File: config.mk
export PLATFORM = sky130hd
export DESIGN_NAME = ulmc_top
export DESIGN_NICKNAME = d
export VERILOG_FILES = /design/src/ulmc_pkg.sv /design/src/ulmc_tick.sv /design/src/ulmc_tx.sv /design/src/ulmc_top.sv
export SDC_FILE = /design/constraint.sdc
export NUM_CORES = 1
export LEC_CHECK = 0
export BUFFER_PORTS_ARGS = -buffer_cell sky130_fd_sc_hd__clkbuf_2
export CELL_PAD_IN_SITES_DETAIL_PLACEMENT = 1
export CELL_PAD_IN_SITES_GLOBAL_PLACEMENT = 2
export CORE_UTILIZATION = 37
export DETAILED_ROUTE_END_ITERATION = 10
export GPL_TIMING_DRIVEN = 0
export HOLD_SLACK_MARGIN = 0.12
export PLACE_DENSITY = 0.86
export SYNTH_ARGS = -nofsm -noshare
export SYNTH_HDL_FRONTEND = slang
export SYNTH_SLANG_ARGS = --single-unit
File: constraint.sdc
create_clock -name mclk -period 4.4 [get_ports mclk]
set_clock_uncertainty 0.1 [all_clocks]
set_input_delay 0.44 -clock mclk [delete_from_list [all_inputs] [get_ports mclk]]
set_output_delay 0.44 -clock mclk [all_outputs]
set_load 0.05 [all_outputs]
File: src/ulmc_pkg.sv
// shared constants, types and helpers of the line and modem control block
package ulmc_pkg;

  // ----------------------------------------------------------------
  // register byte addresses
  // ----------------------------------------------------------------
  localparam logic [31:0] ADDR_DIV_LO = 32'h5000_1000;
  localparam logic [31:0] ADDR_DIV_HI = 32'h5000_1004;
  localparam logic [31:0] ADDR_LINE_CTL = 32'h5000_100C;
  localparam logic [31:0] ADDR_MODEM_CTL = 32'h5000_1010;

  // ----------------------------------------------------------------
  // line_control fields
  // ----------------------------------------------------------------
  localparam int LC_LEN_LSB = 0;
  localparam int LC_STOP = 2;
  localparam int LC_PARITY_ON = 3;
  localparam int LC_EVEN = 4;
  localparam int LC_BREAK = 6;
  localparam int LC_DIV_ACCESS = 7;
  localparam logic [15:0] LINE_CTL_MASK = 16'h00DF;
  localparam logic [15:0] RST_LINE_CTL = 16'h0000;

  // ----------------------------------------------------------------
  // modem_control fields
  // ----------------------------------------------------------------
  localparam int MC_RTS = 1;
  localparam int MC_LOOP = 4;
  localparam int MC_AUTO = 5;
  localparam int MC_IR = 6;
  localparam logic [15:0] MODEM_CTL_MASK = 16'h0072;
  localparam logic [15:0] RST_MODEM_CTL = 16'h0000;

  // ----------------------------------------------------------------
  // divisor and frame timing, counted in half-bit ticks
  // ----------------------------------------------------------------
  localparam logic [15:0] RST_DIVISOR = 16'h0000;
  localparam logic [2:0] BIT_HALVES = 3'h2;
  localparam logic [2:0] STOP_HALVES_ONE = 3'h2;
  localparam logic [2:0] STOP_HALVES_ONE_HALF = 3'h3;
  localparam logic [2:0] STOP_HALVES_TWO = 3'h4;
  localparam logic [3:0] MIN_DATA_BITS = 4'h5;

  // ----------------------------------------------------------------
  // frame state machines
  // ----------------------------------------------------------------
  typedef enum logic [4:0] {
    FR_IDLE = 5'h01,
    FR_START = 5'h02,
    FR_DATA = 5'h04,
    FR_PAR = 5'h08,
    FR_STOP = 5'h10
  } ulmc_frame_e;

  // data bits per character from the length field
  function automatic logic [3:0] ulmc_data_bits(input logic [1:0] len);
    return MIN_DATA_BITS + {2'h0, len};
  endfunction

  // parity bit for the enabled data bits
  function automatic logic ulmc_parity(input logic [7:0] dat, input logic [1:0] len,
                                       input logic even);
    logic [7:0] m;
    m = 8'hFF >> (2'h3 - len);
    return even ? ^(dat & m) : ~^(dat & m);
  endfunction

endpackage

File: src/ulmc_tick.sv
// half-bit tick generator driven by the divisor latch
`timescale 1ns/10ps
`default_nettype none

module ulmc_tick #(
  parameter int DIV_W = 16
) (
  // clock and reset
  input wire logic mclk,
  input wire logic rstn,
  input wire logic ce,
  // divisor
  input wire logic [DIV_W-1:0] divisor,
  // ticks
  output logic half_tick,
  output logic phase
);

  typedef struct packed {
    logic [DIV_W-1:0] cnt;
    logic tick;
    logic phase;
  } ulmc_tick_s;

  ulmc_tick_s q, d;

  // count divisor cycles per half bit, zero stops the ticks
  always_comb begin
    d = q;
    d.tick = 1'b0;
    if (divisor == '0) begin
      d.cnt = '0;
    end else if (q.cnt >= divisor - 1'b1) begin
      d.cnt = '0;
      d.tick = 1'b1;
    end else begin
      d.cnt = q.cnt + 1'b1;
    end
    if (q.tick) begin
      d.phase = ~q.phase;
    end
  end

  // state register
  always_ff @(posedge mclk or negedge rstn) begin
    if (!rstn) begin
      q <= '0;
    end else if (ce) begin
      q <= d;
    end
  end

  assign half_tick = q.tick;
  assign phase = q.phase;

endmodule

`default_nettype wire

File: src/ulmc_tx.sv
// character serialiser: start, data, optional parity, stop bits
`timescale 1ns/10ps
`default_nettype none

module ulmc_tx (
  // clock and reset
  input wire logic mclk,
  input wire logic rstn,
  input wire logic ce,
  // timing and format
  input wire logic half_tick,
  input wire logic [1:0] len,
  input wire logic two_stop,
  input wire logic parity_on,
  input wire logic even,
  // character in
  input wire logic start,
  input wire logic [7:0] data,
  input wire logic cts_ok,
  // serial side
  output logic line,
  output logic first_half,
  output logic busy
);

  typedef struct packed {
    ulmc_pkg::ulmc_frame_e st;
    logic pend;
    logic [7:0] shift;
    logic [3:0] bitn;
    logic [2:0] halves;
    logic par;
    logic line;
    logic fh;
    logic busy;
  } ulmc_tx_s;

  ulmc_tx_s q, d;
  logic [2:0] stop_halves;
  logic [3:0] nbits;

  // frame sequencer, one step per half-bit tick
  always_comb begin
    d = q;
    nbits = ulmc_pkg::ulmc_data_bits(len);
    stop_halves = ulmc_pkg::STOP_HALVES_ONE;
    if (two_stop) begin
      stop_halves = (len == 2'h0) ? ulmc_pkg::STOP_HALVES_ONE_HALF
                                  : ulmc_pkg::STOP_HALVES_TWO;
    end
    // accept a character only when idle and nothing is waiting
    if (q.st == ulmc_pkg::FR_IDLE && start && !q.pend) begin
      d.pend = 1'b1;
      d.shift = data;
      d.par = ulmc_pkg::ulmc_parity(data, len, even);
    end
    if (half_tick) begin
      d.halves = q.halves + 3'h1;
      case (q.st)
        ulmc_pkg::FR_IDLE: begin
          d.halves = 3'h0;
          if (q.pend && cts_ok) begin
            d.st = ulmc_pkg::FR_START;
            d.pend = 1'b0;
            d.line = 1'b0;
          end
        end
        ulmc_pkg::FR_START: begin
          if (q.halves == ulmc_pkg::BIT_HALVES - 3'h1) begin
            d.st = ulmc_pkg::FR_DATA;
            d.halves = 3'h0;
            d.bitn = 4'h0;
            d.line = q.shift[0];
          end
        end
        ulmc_pkg::FR_DATA: begin
          if (q.halves == ulmc_pkg::BIT_HALVES - 3'h1) begin
            d.halves = 3'h0;
            d.shift = q.shift >> 1;
            d.bitn = q.bitn + 4'h1;
            d.line = q.shift[1];
            if (q.bitn == nbits - 4'h1) begin
              if (parity_on) begin
                d.st = ulmc_pkg::FR_PAR;
                d.line = q.par;
              end else begin
                d.st = ulmc_pkg::FR_STOP;
                d.line = 1'b1;
              end
            end
          end
        end
        ulmc_pkg::FR_PAR: begin
          if (q.halves == ulmc_pkg::BIT_HALVES - 3'h1) begin
            d.st = ulmc_pkg::FR_STOP;
            d.halves = 3'h0;
            d.line = 1'b1;
          end
        end
        ulmc_pkg::FR_STOP: begin
          if (q.halves == stop_halves - 3'h1) begin
            d.st = ulmc_pkg::FR_IDLE;
            d.halves = 3'h0;
          end
        end
        default: begin
          d.st = ulmc_pkg::FR_IDLE;
        end
      endcase
    end
    d.fh = (d.st != ulmc_pkg::FR_IDLE) && (d.halves == 3'h0);
    d.busy = d.pend || (d.st != ulmc_pkg::FR_IDLE);
  end

  // state register, line idles high
  always_ff @(posedge mclk or negedge rstn) begin
    if (!rstn) begin
      q <= '{st: ulmc_pkg::FR_IDLE, pend: 1'b0, shift: 8'h00, bitn: 4'h0, halves: 3'h0,
             par: 1'b0, line: 1'b1, fh: 1'b0, busy: 1'b0};
    end else if (ce) begin
      q <= d;
    end
  end

  assign line = q.line;
  assign first_half = q.fh;
  assign busy = q.busy;

endmodule

`default_nettype wire

File: src/ulmc_top.sv
// line and modem control: registers, receiver, break, loopback, infrared, handshake
`timescale 1ns/10ps
`default_nettype none

module ulmc_top #(
  parameter int DIV_W = 16
) (
  // clock, reset, clock enable
  input wire logic mclk,
  input wire logic rstn,
  input wire logic ce,
  // register port
  input wire logic [31:0] addr,
  input wire logic [15:0] wdata,
  input wire logic wr,
  input wire logic rd,
  output logic [15:0] rdata,
  // receive FIFO status from outside
  input wire logic fifo_enabled,
  input wire logic rx_above_trigger,
  // serial and infrared pins
  input wire logic serial_in,
  output logic serial_out,
  input wire logic ir_in,
  output logic ir_out_n,
  // handshake pins
  input wire logic cts_n,
  output logic rts_n,
  // status
  output logic tx_busy,
  output logic rx_valid,
  output logic rx_parity_err,
  output logic rx_frame_err,
  output logic rx_break
);

  // ----------------------------------------------------------------
  // state
  // ----------------------------------------------------------------
  typedef struct packed {
    logic [7:0] lc;
    logic [6:0] mc;
    logic [15:0] div;
    logic [15:0] rdata;
    ulmc_pkg::ulmc_frame_e rst;
    logic armed;
    logic rhalf;
    logic [3:0] rbitn;
    logic [7:0] rshift;
    logic zeros;
    logic perr;
    logic [7:0] rx_hold;
    logic rx_valid;
    logic rx_perr;
    logic rx_ferr;
    logic rx_brk;
    logic serial_out;
    logic ir_out_n;
    logic rts_n;
  } ulmc_top_s;

  localparam ulmc_top_s RST_S = '{
    lc: ulmc_pkg::RST_LINE_CTL[7:0],
    mc: ulmc_pkg::RST_MODEM_CTL[6:0],
    div: ulmc_pkg::RST_DIVISOR,
    rdata: 16'h0000,
    rst: ulmc_pkg::FR_IDLE,
    armed: 1'b0,
    rhalf: 1'b0,
    rbitn: 4'h0,
    rshift: 8'h00,
    zeros: 1'b0,
    perr: 1'b0,
    rx_hold: 8'h00,
    rx_valid: 1'b0,
    rx_perr: 1'b0,
    rx_ferr: 1'b0,
    rx_brk: 1'b0,
    serial_out: 1'b1,
    ir_out_n: 1'b1,
    rts_n: 1'b1
  };

  ulmc_top_s q, d;

  logic half_tick;
  logic phase;
  logic tx_line;
  logic tx_first_half;
  logic tx_busy_w;
  logic tx_start;
  logic cts_ok;
  logic dlab;
  logic brk;
  logic loop;
  logic ir;
  logic auto_on;
  logic tx_eff;
  logic rx_line;
  logic rts_sw;
  logic [3:0] nbits;

  // ----------------------------------------------------------------
  // control decode
  // ----------------------------------------------------------------

  // current mode bits
  assign dlab = q.lc[ulmc_pkg::LC_DIV_ACCESS];
  assign brk = q.lc[ulmc_pkg::LC_BREAK];
  assign loop = q.mc[ulmc_pkg::MC_LOOP];
  assign ir = q.mc[ulmc_pkg::MC_IR];
  assign rts_sw = q.mc[ulmc_pkg::MC_RTS];
  assign auto_on = q.mc[ulmc_pkg::MC_AUTO] && fifo_enabled;
  assign nbits = ulmc_pkg::ulmc_data_bits(q.lc[ulmc_pkg::LC_LEN_LSB +: 2]);

  // transmit waits for clear-to-send only in auto mode; loopback uses own request
  assign cts_ok = !auto_on || (loop ? rts_sw : !cts_n);

  // break forces the internal transmit line to spacing
  assign tx_eff = brk ? 1'b0 : tx_line;

  // receiver source: looped transmit, infrared pulses, or serial pin
  always_comb begin
    if (loop) begin
      rx_line = tx_eff;
    end else if (ir) begin
      rx_line = ~ir_in;
    end else begin
      rx_line = serial_in;
    end
  end

  // transmit start on a data write at the shared low offset
  assign tx_start = wr && !dlab && (addr == ulmc_pkg::ADDR_DIV_LO);

  // ----------------------------------------------------------------
  // submodules
  // ----------------------------------------------------------------

  // half-bit tick from the divisor latch
  ulmc_tick #(
    .DIV_W(DIV_W)
  ) u_tick (
    .mclk(mclk),
    .rstn(rstn),
    .ce(ce),
    .divisor(q.div[DIV_W-1:0]),
    .half_tick(half_tick),
    .phase(phase)
  );

  // transmit serialiser
  ulmc_tx u_tx (
    .mclk(mclk),
    .rstn(rstn),
    .ce(ce),
    .half_tick(half_tick),
    .len(q.lc[ulmc_pkg::LC_LEN_LSB +: 2]),
    .two_stop(q.lc[ulmc_pkg::LC_STOP]),
    .parity_on(q.lc[ulmc_pkg::LC_PARITY_ON]),
    .even(q.lc[ulmc_pkg::LC_EVEN]),
    .start(tx_start),
    .data(wdata[7:0]),
    .cts_ok(cts_ok),
    .line(tx_line),
    .first_half(tx_first_half),
    .busy(tx_busy_w)
  );

  // ----------------------------------------------------------------
  // next state
  // ----------------------------------------------------------------
  always_comb begin
    d = q;
    d.rdata = 16'h0000;
    d.rx_valid = 1'b0;

    // register writes, reserved bits dropped
    if (wr) begin
      if (addr == ulmc_pkg::ADDR_DIV_LO) begin
        if (dlab) begin
          d.div[7:0] = wdata[7:0];
        end
      end else if (addr == ulmc_pkg::ADDR_DIV_HI) begin
        if (dlab) begin
          d.div[15:8] = wdata[7:0];
        end
      end else if (addr == ulmc_pkg::ADDR_LINE_CTL) begin
        d.lc = wdata[7:0] & ulmc_pkg::LINE_CTL_MASK[7:0];
      end else if (addr == ulmc_pkg::ADDR_MODEM_CTL) begin
        d.mc = wdata[6:0] & ulmc_pkg::MODEM_CTL_MASK[6:0];
      end
    end

    // register reads, answered in the next cycle only
    if (rd) begin
      if (addr == ulmc_pkg::ADDR_DIV_LO) begin
        d.rdata = {8'h00, dlab ? q.div[7:0] : q.rx_hold};
      end else if (addr == ulmc_pkg::ADDR_DIV_HI) begin
        d.rdata = {8'h00, dlab ? q.div[15:8] : 8'h00};
      end else if (addr == ulmc_pkg::ADDR_LINE_CTL) begin
        d.rdata = {8'h00, q.lc} & ulmc_pkg::LINE_CTL_MASK;
      end else if (addr == ulmc_pkg::ADDR_MODEM_CTL) begin
        d.rdata = {9'h000, q.mc} & ulmc_pkg::MODEM_CTL_MASK;
      end else begin
        d.rdata = 16'h0000;
      end
    end

    // receiver, sampling at the middle of each bit
    case (q.rst)
      ulmc_pkg::FR_IDLE: begin
        if (rx_line) begin
          d.armed = 1'b1;
        end else if (q.armed) begin
          d.rst = ulmc_pkg::FR_START;
        end
      end
      ulmc_pkg::FR_START: begin
        if (half_tick) begin
          if (!rx_line) begin
            d.rst = ulmc_pkg::FR_DATA;
            d.rhalf = 1'b0;
            d.rbitn = 4'h0;
            d.rshift = 8'h00;
            d.zeros = 1'b1;
            d.perr = 1'b0;
          end else begin
            d.rst = ulmc_pkg::FR_IDLE; // glitch, not a start bit
          end
        end
      end
      ulmc_pkg::FR_DATA: begin
        if (half_tick) begin
          d.rhalf = ~q.rhalf;
          if (q.rhalf) begin
            d.rshift[q.rbitn[2:0]] = rx_line;
            d.zeros = q.zeros && !rx_line;
            d.rbitn = q.rbitn + 4'h1;
            if (q.rbitn == nbits - 4'h1) begin
              d.rst = q.lc[ulmc_pkg::LC_PARITY_ON] ? ulmc_pkg::FR_PAR
                                                   : ulmc_pkg::FR_STOP;
            end
          end
        end
      end
      ulmc_pkg::FR_PAR: begin
        if (half_tick) begin
          d.rhalf = ~q.rhalf;
          if (q.rhalf) begin
            d.perr = rx_line != ulmc_pkg::ulmc_parity(q.rshift, q.lc[ulmc_pkg::LC_LEN_LSB +: 2],
                                                      q.lc[ulmc_pkg::LC_EVEN]);
            d.zeros = q.zeros && !rx_line;
            d.rst = ulmc_pkg::FR_STOP;
          end
        end
      end
      ulmc_pkg::FR_STOP: begin
        if (half_tick) begin
          d.rhalf = ~q.rhalf;
          if (q.rhalf) begin
            // only this first stop bit is looked at
            d.rst = ulmc_pkg::FR_IDLE;
            d.armed = rx_line;
            d.rx_valid = 1'b1;
            d.rx_hold = q.rshift;
            d.rx_perr = q.perr;
            d.rx_ferr = !rx_line;
            d.rx_brk = q.zeros && !rx_line;
          end
        end
      end
      default: begin
        d.rst = ulmc_pkg::FR_IDLE;
      end
    endcase

    // serial output pin
    if (loop || ir) begin
      d.serial_out = 1'b1;
    end else begin
      d.serial_out = tx_eff;
    end

    // infrared output pin, active low pulses
    if (!ir) begin
      d.ir_out_n = 1'b1;
    end else if (loop) begin
      d.ir_out_n = 1'b0;
    end else if (brk) begin
      d.ir_out_n = ~phase;
    end else begin
      d.ir_out_n = ~(~tx_line && tx_first_half);
    end

    // request-to-send pin, gated by receive fill in auto mode
    if (loop) begin
      d.rts_n = 1'b1;
    end else begin
      d.rts_n = ~(rts_sw && !(auto_on && rx_above_trigger));
    end
  end

  // ----------------------------------------------------------------
  // state register, frozen while the clock enable is low
  // ----------------------------------------------------------------
  always_ff @(posedge mclk or negedge rstn) begin
    if (!rstn) begin
      q <= RST_S;
    end else if (ce) begin
      q <= d;
    end
  end

  // ----------------------------------------------------------------
  // outputs
  // ----------------------------------------------------------------
  assign rdata = q.rdata;
  assign serial_out = q.serial_out;
  assign ir_out_n = q.ir_out_n;
  assign rts_n = q.rts_n;
  assign tx_busy = tx_busy_w;
  assign rx_valid = q.rx_valid;
  assign rx_parity_err = q.rx_perr;
  assign rx_frame_err = q.rx_ferr;
  assign rx_break = q.rx_brk;

endmodule

`default_nettype wire

Yosys cells after proc, flatten, opt, wreduce, memory -nomap -nowiden:

Index checks and enable logic that the tools add are counted.

* reduce and logical (&&, ||, !) cells: 50
* add/sub/neg operators: 9
* bitwise operators: 11
* eq/ne operators: 36
* order comparisons: 3
* shift operators: 1
* muxes and demuxes: 80

Operators by type and width (number)
* equality test 32 x 31 -> 1 bit (second input constant): 4
* two-way mux 5 bit: 14
* two-way mux 8 bit: 7
* case mux 5 bit (5 select lines): 2
* two-way mux 15 bit: 3
* two-way mux 16 bit: 2
* case mux 12 bit (2 select lines): 1
* two-way mux 1 bit: 23
* two-way mux 21 bit: 1
* two-way mux 7 bit: 3
* AND reduction 5 bit: 4
* != test 2 bit (second input constant): 9
* AND reduction 6 bit: 3
* adder 16 x 1 -> 16 bit (second input constant): 1
* AND 8 bit: 2
* >= comparator 16 bit: 1
* logical NOT 16 bit: 1
* XNOR reduction 8 bit: 2
* parity 8 bit: 2
* subtractor 16 x 1 -> 16 bit (second input constant): 1
* two-way mux 3 bit: 5
* case mux 3 bit (5 select lines): 1
* two-way mux 14 bit: 1
* != test 2 x 1 -> 1 bit (second input constant): 7
* 44 further kinds: 90

* output and inout bits: 24
* bits of input ports: 58
* bits in registers: 122
* word-level logic and storage cells: 222

Longest topological paths before layout:

Gate-level depths: netlist (run 1).

* depth after elaboration: 11
* depth in mapped cells: 14

Cells and area by module:

Synthesis (run 1) repeated with hierarchy kept, for this count alone.

* cells, all modules: 749
* area total of the unflattened synthesis: 7278.2 um^2

Modules (own cells, without submodules)
* ulmc_top: cells an instance 372, times used 1, area each 4003.8 um^2
* ulmc_tx: cells an instance 200, times used 1, area each 1731.7 um^2
* ulmc_tick: cells an instance 177, times used 1, area each 1542.7 um^2

Least setup slack after synthesis (run 1):

No wires, ideal clock.

* path kind: flip-flop to flip-flop
* from: reg q[55] in the netlist's numbering
* to: reg u_tick.q[3] in the netlist's numbering
* slack: 0.609 ns
* cell stages (with the launch flop): 14
* library setup time: 0.078 ns
* data arrival time: 3.613 ns
* buffers on the path: 1
* cells stage by stage: dfrtp_1 -> or3_1 -> or3b_4 -> or3_1 -> nor3_1 -> xnor2_1 -> ha_1 -> nand4_1 -> o21bai_1 -> a2111oi_0 -> o41a_1 -> clkbuf_1 -> nand2_1 -> o2bb2ai_1

* longest elaborated chain between the ends: 4

Ends and longest elaborated chain
* from (decl): line ulmc_top.sv:84 `ulmc_top_s q, d;`
* from (signal assigned): line ulmc_top.sv:309 `q <= RST_S;`
* from (signal assigned): line ulmc_top.sv:311 `q <= d;`
* subtractor 16 x 1 -> 16 bit: line ulmc_tick.sv:33 `end else if (q.cnt >= divisor - 1'b1) begin`
* >= comparator 16 bit: line ulmc_tick.sv:33
* two-way mux 16 bit: line ulmc_tick.sv:33
* two-way mux 16 bit (*): line ulmc_tick.sv:31 `if (divisor == '0) begin`
* to (signal assigned): line ulmc_tick.sv:47 `q <= '0;`
* to (signal assigned): line ulmc_tick.sv:49 `q <= d;`
* to (decl): line ulmc_tick.sv:25 `ulmc_tick_s q, d;`

Mark *: on every way between the ends. The rest lies on a longest branch, timed or not.
A chain may end at the register's enable or synchronous reset.

Worst setup path in the final report (run 1):

* from: reg q[59] in the netlist's numbering
* to: reg u_tick.q[3] in the netlist's numbering

The elaborated chain is that of the path after synthesis.

==> flow_summary.yaml, run 1 <==
clock_tree:
  cts-root-buf: "clkbuf_16"
  ctsLongestPathBuffers: 2
  cts.sinks: 114
  clk_latency_ns: 0.43
  cts_buffers: 17
  htree_num_levels: 4
  clkTransAtPathRegs_ns: 0.05
  cts_tree: "done"
routing:
  routed_via_density: 5.71
  via_count: 6196
  drt_pass1_iterations: 8
  wire_per_inst_um: 20.3
  wl_um: 22000
  dr.first_iter.drc_count: 370
  ant_nets: 0
  drc: 4
timing:
  hold_viol_final: 0
  relSlewSlack_pct: 26.5
  fmax_mhz: 243
  setup_viol: 0
  drv_slew: 0
  tightest_slew_ns: 1.09
  fin_crit_sh_pct: 93.6
  rsz0062_at_grt: "no"
  setup_ws_ns: 0.284
  period_needed_ns: 4.12
  holdWs_ns: 0.199
finish:
  drive_above_1_share_pct: 20.2
  final_common_cell: "dfrtp_1"
  finalNonFillerCells: 1085
  final_area_um2: 8270
  area_growth_syn_to_layout_pct: 18.7
  final_util_pct: 45.4
  layout_common_cells: "108 x dfrtp_1, 68 x nand2_1, 63 x clkbuf_2"
  nNetsFinal: 922
power:
  p_per_area_nw_per_um2: 333
  irDropWorstVdd_mv: 0.296
  p_leak_nw: 3.77
placement:
  dp_slack_ns: -0.206
  portBuffers: 64
  placed_cells: 1050
  gp_congestion: 0.870
  place_area_um2: 7640
  dpl.hpwl_um: 16200
floorplan:
  die_w_um: 139
  core-area_um2: 18200
  die_height_um: 139
  io_pins: 82
  die_area_um2: 19400
  initial_utilization_pct: 38.3
  rows: 49
min_path:
  hold_path_class: "in -> reg"
critical_path:
  worst-path-buf-inv: 1
  startpoint_type: "flop"
  critPathSlowestCell: "dfrtp_1"
  crit_path_frequent_cell: "or3_1"
  critPathRequiredTime_ns: 4.64
  end_kind: "flop"
  critPathTopFamily: "simple AND/OR/NAND/NOR gates"
  arrival_ns: 4.36
  worst-setup-path-type: "reg -> reg"
  critPathMaxFanout: 10
  cpPeakStageDelay_ns: 0.43
  crit_chain: "or3_1, or3_1, or3_1, nor2_1, xnor2_1, ha_1, a211oi_1, nor2_1, a2111oi_4, o41a_1, buf_2, nand2_1, o2bb2ai_1"
yosys:
  yosysSeqAreaShare_pct: 41.0
  synth_area_per_cell_um2: 9.30
  synth.distinct_cells: 68
  synth_seq_cells: 114
  ys.flop_type: "dfrtp_1"
  syn_area_um2: 6970
  synth-edff-count: 0
  synthCells: 749
  synth_warnings: 0
  synthArstFlopShare_pct: 100
outcome:
  outcome: "finished, violations left"
  violations: "design-rule violations"
global_route:
  grt_pass1_wl_um: 35100
  grt_pass1_vias: 6570
  grt-ovfl-total: 0
  grt_max_degree: 102
  grt_usage_pct: 23.7
  antenna_found_initial: 1
run:
  cap_violations: 0
-- through the flow --
stage	TNS (ns)	power, W
global route	0	0.00285
floorplan	0	0.00129
detailed placement	-1.19	0.00141
CTS	0	0.00278
global placement	-0.122	0.00139
finish	0	0.00276
-- cell families (layout without fill, tap and decap cells) --
family | Yosys count | in the layout | share of synthesized area, %
simple gates | 270 | 270 | 19.6
flops | 114 | 114 | 41.0
xor+xnor | 40 | 40 | 5.03
other cells | 1 | 9 | 0.0538
mux | 55 | 55 | 8.62
buf+inv | 80 | 179 | 5.39
compound gates | 167 | 167 | 16.4
fa+ha+maj | 22 | 22 | 3.95
-- repair_timing --
action / CTS / global route
endpoints found under the hold margin: 49 / 0
resized for setup: 2 / 6
setup buffers: 0 / 1
hold buffers: 1 / 0
endpoints found under the setup margin: 11 / 17
pin swaps: 0 / 0
gates cloned: 0 / 0
-- routing by layer --
layer  vias to the layer above  global-route usage, %  wire, µm
li1                       2905                      -         -
met1                      3110                   30.6      9850
met2                       137                   38.2     10600
met3                        44                   5.13       953
met4                         0                   10.2       634
met5                         -                      0         0
-- sequential cells by signal, indices dropped and copies added, names as in the netlist, 8 cells and up --
signal    count
q            52
u_tx.q       22
u_tick.q     16
rdata         8
-- Yosys cell counts, types with 16 or more instances --
library cell | n | area, µm²
ha_1 | 22 | 275
o21ai_0 | 42 | 210
nor2_1 | 55 | 206
nand4_1 | 17 | 106
nor3_1 | 20 | 100
mux2_2 | 40 | 450
dfrtp_1 | 108 | 2700
inv_1 | 27 | 101
buf_4 | 16 | 120
clkbuf_1 | 33 | 124
a21oi_1 | 22 | 110
nand3_1 | 32 | 160
xnor2_1 | 30 | 263
nand2_1 | 68 | 255
-- path summary, 6_finish.rpt --
check | from | to | slack (ns) | depth (start not counted)
setup / recovery | q[59] | u_tick.q[3] | 0.28 | 13
hold reg to reg | u_tx.q[15] | u_tx.q[15] | 0.37 | 2
min in group asynchronous | rstn | u_tick.q[13] | 0.33 | 2
max in group asynchronous | rstn | u_tx.q[20] | 3.12 | 3
hold / removal | rx_above_trigger | rts_n | 0.20 | 3
setup reg to reg | q[59] | u_tick.q[3] | 0.28 | 13
-- cell type report --
| class | instances | area, µm² |
|---|---|---|
| diodes | 1 | 2.50 |
| plain buffers | 53 | 275 |
| clock buffers | 22 | 464 |
| clock inverters | 10 | 109 |
| fillers | 2135 | 9940 |
| inverters | 27 | 101 |
| multi-input cells | 562 | 3800 |
| flip-flops and latches | 114 | 2860 |
| well taps | 229 | 287 |
| repair buffers | 67 | 374 |
-- power breakdown --
group / leakage [nW] / total, W / switching [W] / internal [W]
logic: 1.96 / 0.000308 / 0.000197 / 0.000110
registers: 1.53 / 0.00109 / 0.0000163 / 0.00107
clock network: 0.280 / 0.00136 / 0.000504 / 0.000857
-- tightest hold or removal path, cell delays in order --
cell and delay, ns:
clkbuf_2 0.08, nand3_1 0.07, a41oi_1 0.13
No activity file was read; power rests on OpenSTA's default activity.
==> run 2, diff against run 1 <==
--- a/config.mk
+++ b/config.mk
@@ -6,9 +6,8 @@
 export NUM_CORES = 1
 export LEC_CHECK = 0
 export BUFFER_PORTS_ARGS = -buffer_cell sky130_fd_sc_hd__clkbuf_2
-export CELL_PAD_IN_SITES_DETAIL_PLACEMENT = 1
-export CELL_PAD_IN_SITES_GLOBAL_PLACEMENT = 2
-export CORE_UTILIZATION = 37
+export CORE_MARGIN = 4
+export CORE_UTILIZATION = 59
 export DETAILED_ROUTE_END_ITERATION = 10
 export GPL_TIMING_DRIVEN = 0
 export HOLD_SLACK_MARGIN = 0.12
==> constraint.sdc (replaced) <==
create_clock -name mclk -period 3.89 [get_ports mclk]
set_clock_uncertainty 0.1 [all_clocks]
set_input_delay 0.389 -clock mclk [delete_from_list [all_inputs] [get_ports mclk]]
set_output_delay 0.389 -clock mclk [all_outputs]
set_load 0.05 [all_outputs]
==> flow_summary.yaml, run 2 (synthesized netlist as in run 1, its figures left out) <==
outcome:
  outcome: "finished, violations left"
  violations: "negative setup slack"
power:
  fin_total_pwr_w: 0.00312
  irDropWorstVdd_mv: 0.599
  p_per_area_nw_per_um2: 364
  p_leak_nw: 3.92
timing:
  holdWs_ns: 0.150
  rsz0062_at_grt: "yes"
  setup_viol: 17
  drv_slew: 0
  fin_crit_sh_pct: 110
  hold_viol_final: 0
  relSlewSlack_pct: 23.1
  fmax_mhz: 234
  period_needed_ns: 4.28
  setup_ws_ns: -0.386
  tightest_slew_ns: 1.14
global_route:
  grt-ovfl-total: 0
  grt_max_degree: 115
  grt_pass1_wl_um: 32800
  grt_usage_pct: 31.3
  antenna_found_initial: 0
  grt_pass1_vias: 6566
clock_tree:
  cts-root-buf: "clkbuf_16"
  ctsLongestPathBuffers: 2
  cts_buffers: 17
  htree_num_levels: 4
  clkTransAtPathRegs_ns: 0.06
  clk_latency_ns: 0.43
  cts_tree: "done"
  cts.sinks: 114
floorplan:
  io_pins: 82
  die_w_um: 117
  initial_utilization_pct: 60.8
  die_area_um2: 13600
  core-area_um2: 11500
  rows: 39
  die_height_um: 117
routing:
  drt_pass1_iterations: 6
  drc: 0
  via_count: 6893
  routed_via_density: 6.75
  wire_per_inst_um: 22.9
  ant_nets: 0
  dr.first_iter.drc_count: 904
  wl_um: 23400
critical_path:
  crit_path_frequent_cell: "buf_4"
  critPathSlowestCell: "a2111oi_4"
  startpoint_type: "flop"
  cpPeakStageDelay_ns: 0.44
  crit_chain: "or3_1, or3b_4, buf_4, nor3_4, nand2_1, xor2_1, ha_1, o21ai_0, nor2_1, a2111oi_4, o41a_1, buf_4, buf_6, buf_8, a31oi_1, o21ai_1"
  r2r_setup_slack_ns: -0.39
  critPathTopFamily: "simple AND/OR/NAND/NOR gates"
  worst-path-buf-inv: 4
  end_kind: "flop"
  worst-setup-path-type: "reg -> reg"
  arrival_ns: 4.52
  critPathRequiredTime_ns: 4.13
  critPathMaxFanout: 5
min_path:
  hold_path_class: "in -> reg"
placement:
  gp_congestion: 0.888
  portBuffers: 64
  dpl.hpwl_um: 13900
finish:
  layout_common_cells: "106 x dfrtp_1, 67 x nand2_1, 63 x clkbuf_2"
  area_growth_syn_to_layout_pct: 23.1
  drive_above_1_share_pct: 26.2
  filler_cell_count: 689
  diodes: 0
  nNetsFinal: 945
  final_common_cell: "dfrtp_1"
  largest_register_ffs: 52
  top_register: "q"
  reg_top3: "q: 52 flops, u_tx.q: 22 flops, u_tick.q: 16 flops"
run:
  cap_violations: 0
==> run 2: cell types whose count changed in the layout (fill, tap and decap cells not counted), sizes merged <==
cell,change
nand3,+1
clkinvlp,+2
inv,+2
clkinv,+1
clkbuf,-4
buf,+21
diode,-1
==> run 2: area by class of cell <==
cell class	instances	area, µm²	area share [%]
Multi-Input combinational cell	563	4020	46.9
Sequential cell	114	2860	33.4
Timing Repair Buffer	89	544	6.34
Clock buffer	17	425	4.96
Buffer	53	285	3.32
Tap cell	143	179	2.09
Clock inverter	15	160	1.87
Inverter	27	101	1.18
==> run 2: worst paths after layout <==
path,start,cells past startpoint,end
worst min-delay path,rx_above_trigger,3,rts_n
max in group asynchronous,rstn,2,u_tick.q[8]
min in group asynchronous,rstn,2,u_tick.q[7]
worst min register to register,u_tx.q[15],2,u_tx.q[15]
worst max-delay path,q[55],16,u_tick.q[15]
worst max register to register,q[55],16,u_tick.q[15]
==> run 2: routing by layer <==
metal | part of all wire [%] | vias to the layer above | routed length [µm] | global-route usage (%)
met3 | 10 | 157 | 2430 | 7.46
li1 | - | 2950 | - | -
met4 | 6.8 | 0 | 1600 | 18.8
met5 | 0 | - | 0 | 0
met2 | 48 | 550 | 11300 | 52.0
met1 | 34 | 3236 | 8010 | 36.8
==> run 2: timing repair <==
action                                  in CTS  in global routing
endpoints found under the setup margin      17                 17
resized for setup                           15                 39
pin swaps                                    5                 12
cloned                                       0                  2
endpoints found under the hold margin      108                  0
buffers inserted                            11                 13
hold buffers                                 1                  0
==> run 2: tightest hold or removal path: cells and delay by family <==
family | cells | cell delay (ns)
compound gates | 1 | 0.12
buf+inv | 1 | 0.08
simple gates | 1 | 0.08
==> run 2: through the flow <==
step                      utilization, %  area (µm²)  setup TNS [ns]  instances  setup slack, ns
after floorplan                        -        7000               0        756           0.0990
after global placement              65.4        7490           -4.21        963           -0.434
after detailed placement            65.4        7500           -6.63        963           -0.563
after CTS                           72.1        8270               0       1007          0.00409
after global routing                74.8        8580           -5.32       1021           -0.359
final                               74.8        8580           -5.63       1021           -0.386
==> run 2: power breakdown <==
group	total, W	internal [W]	switching [W]
sequential	0.00123	0.00121	0.0000196
clock	0.00155	0.000945	0.000604
combinational	0.000344	0.000123	0.000221
total	0.00312	0.00228	0.000845
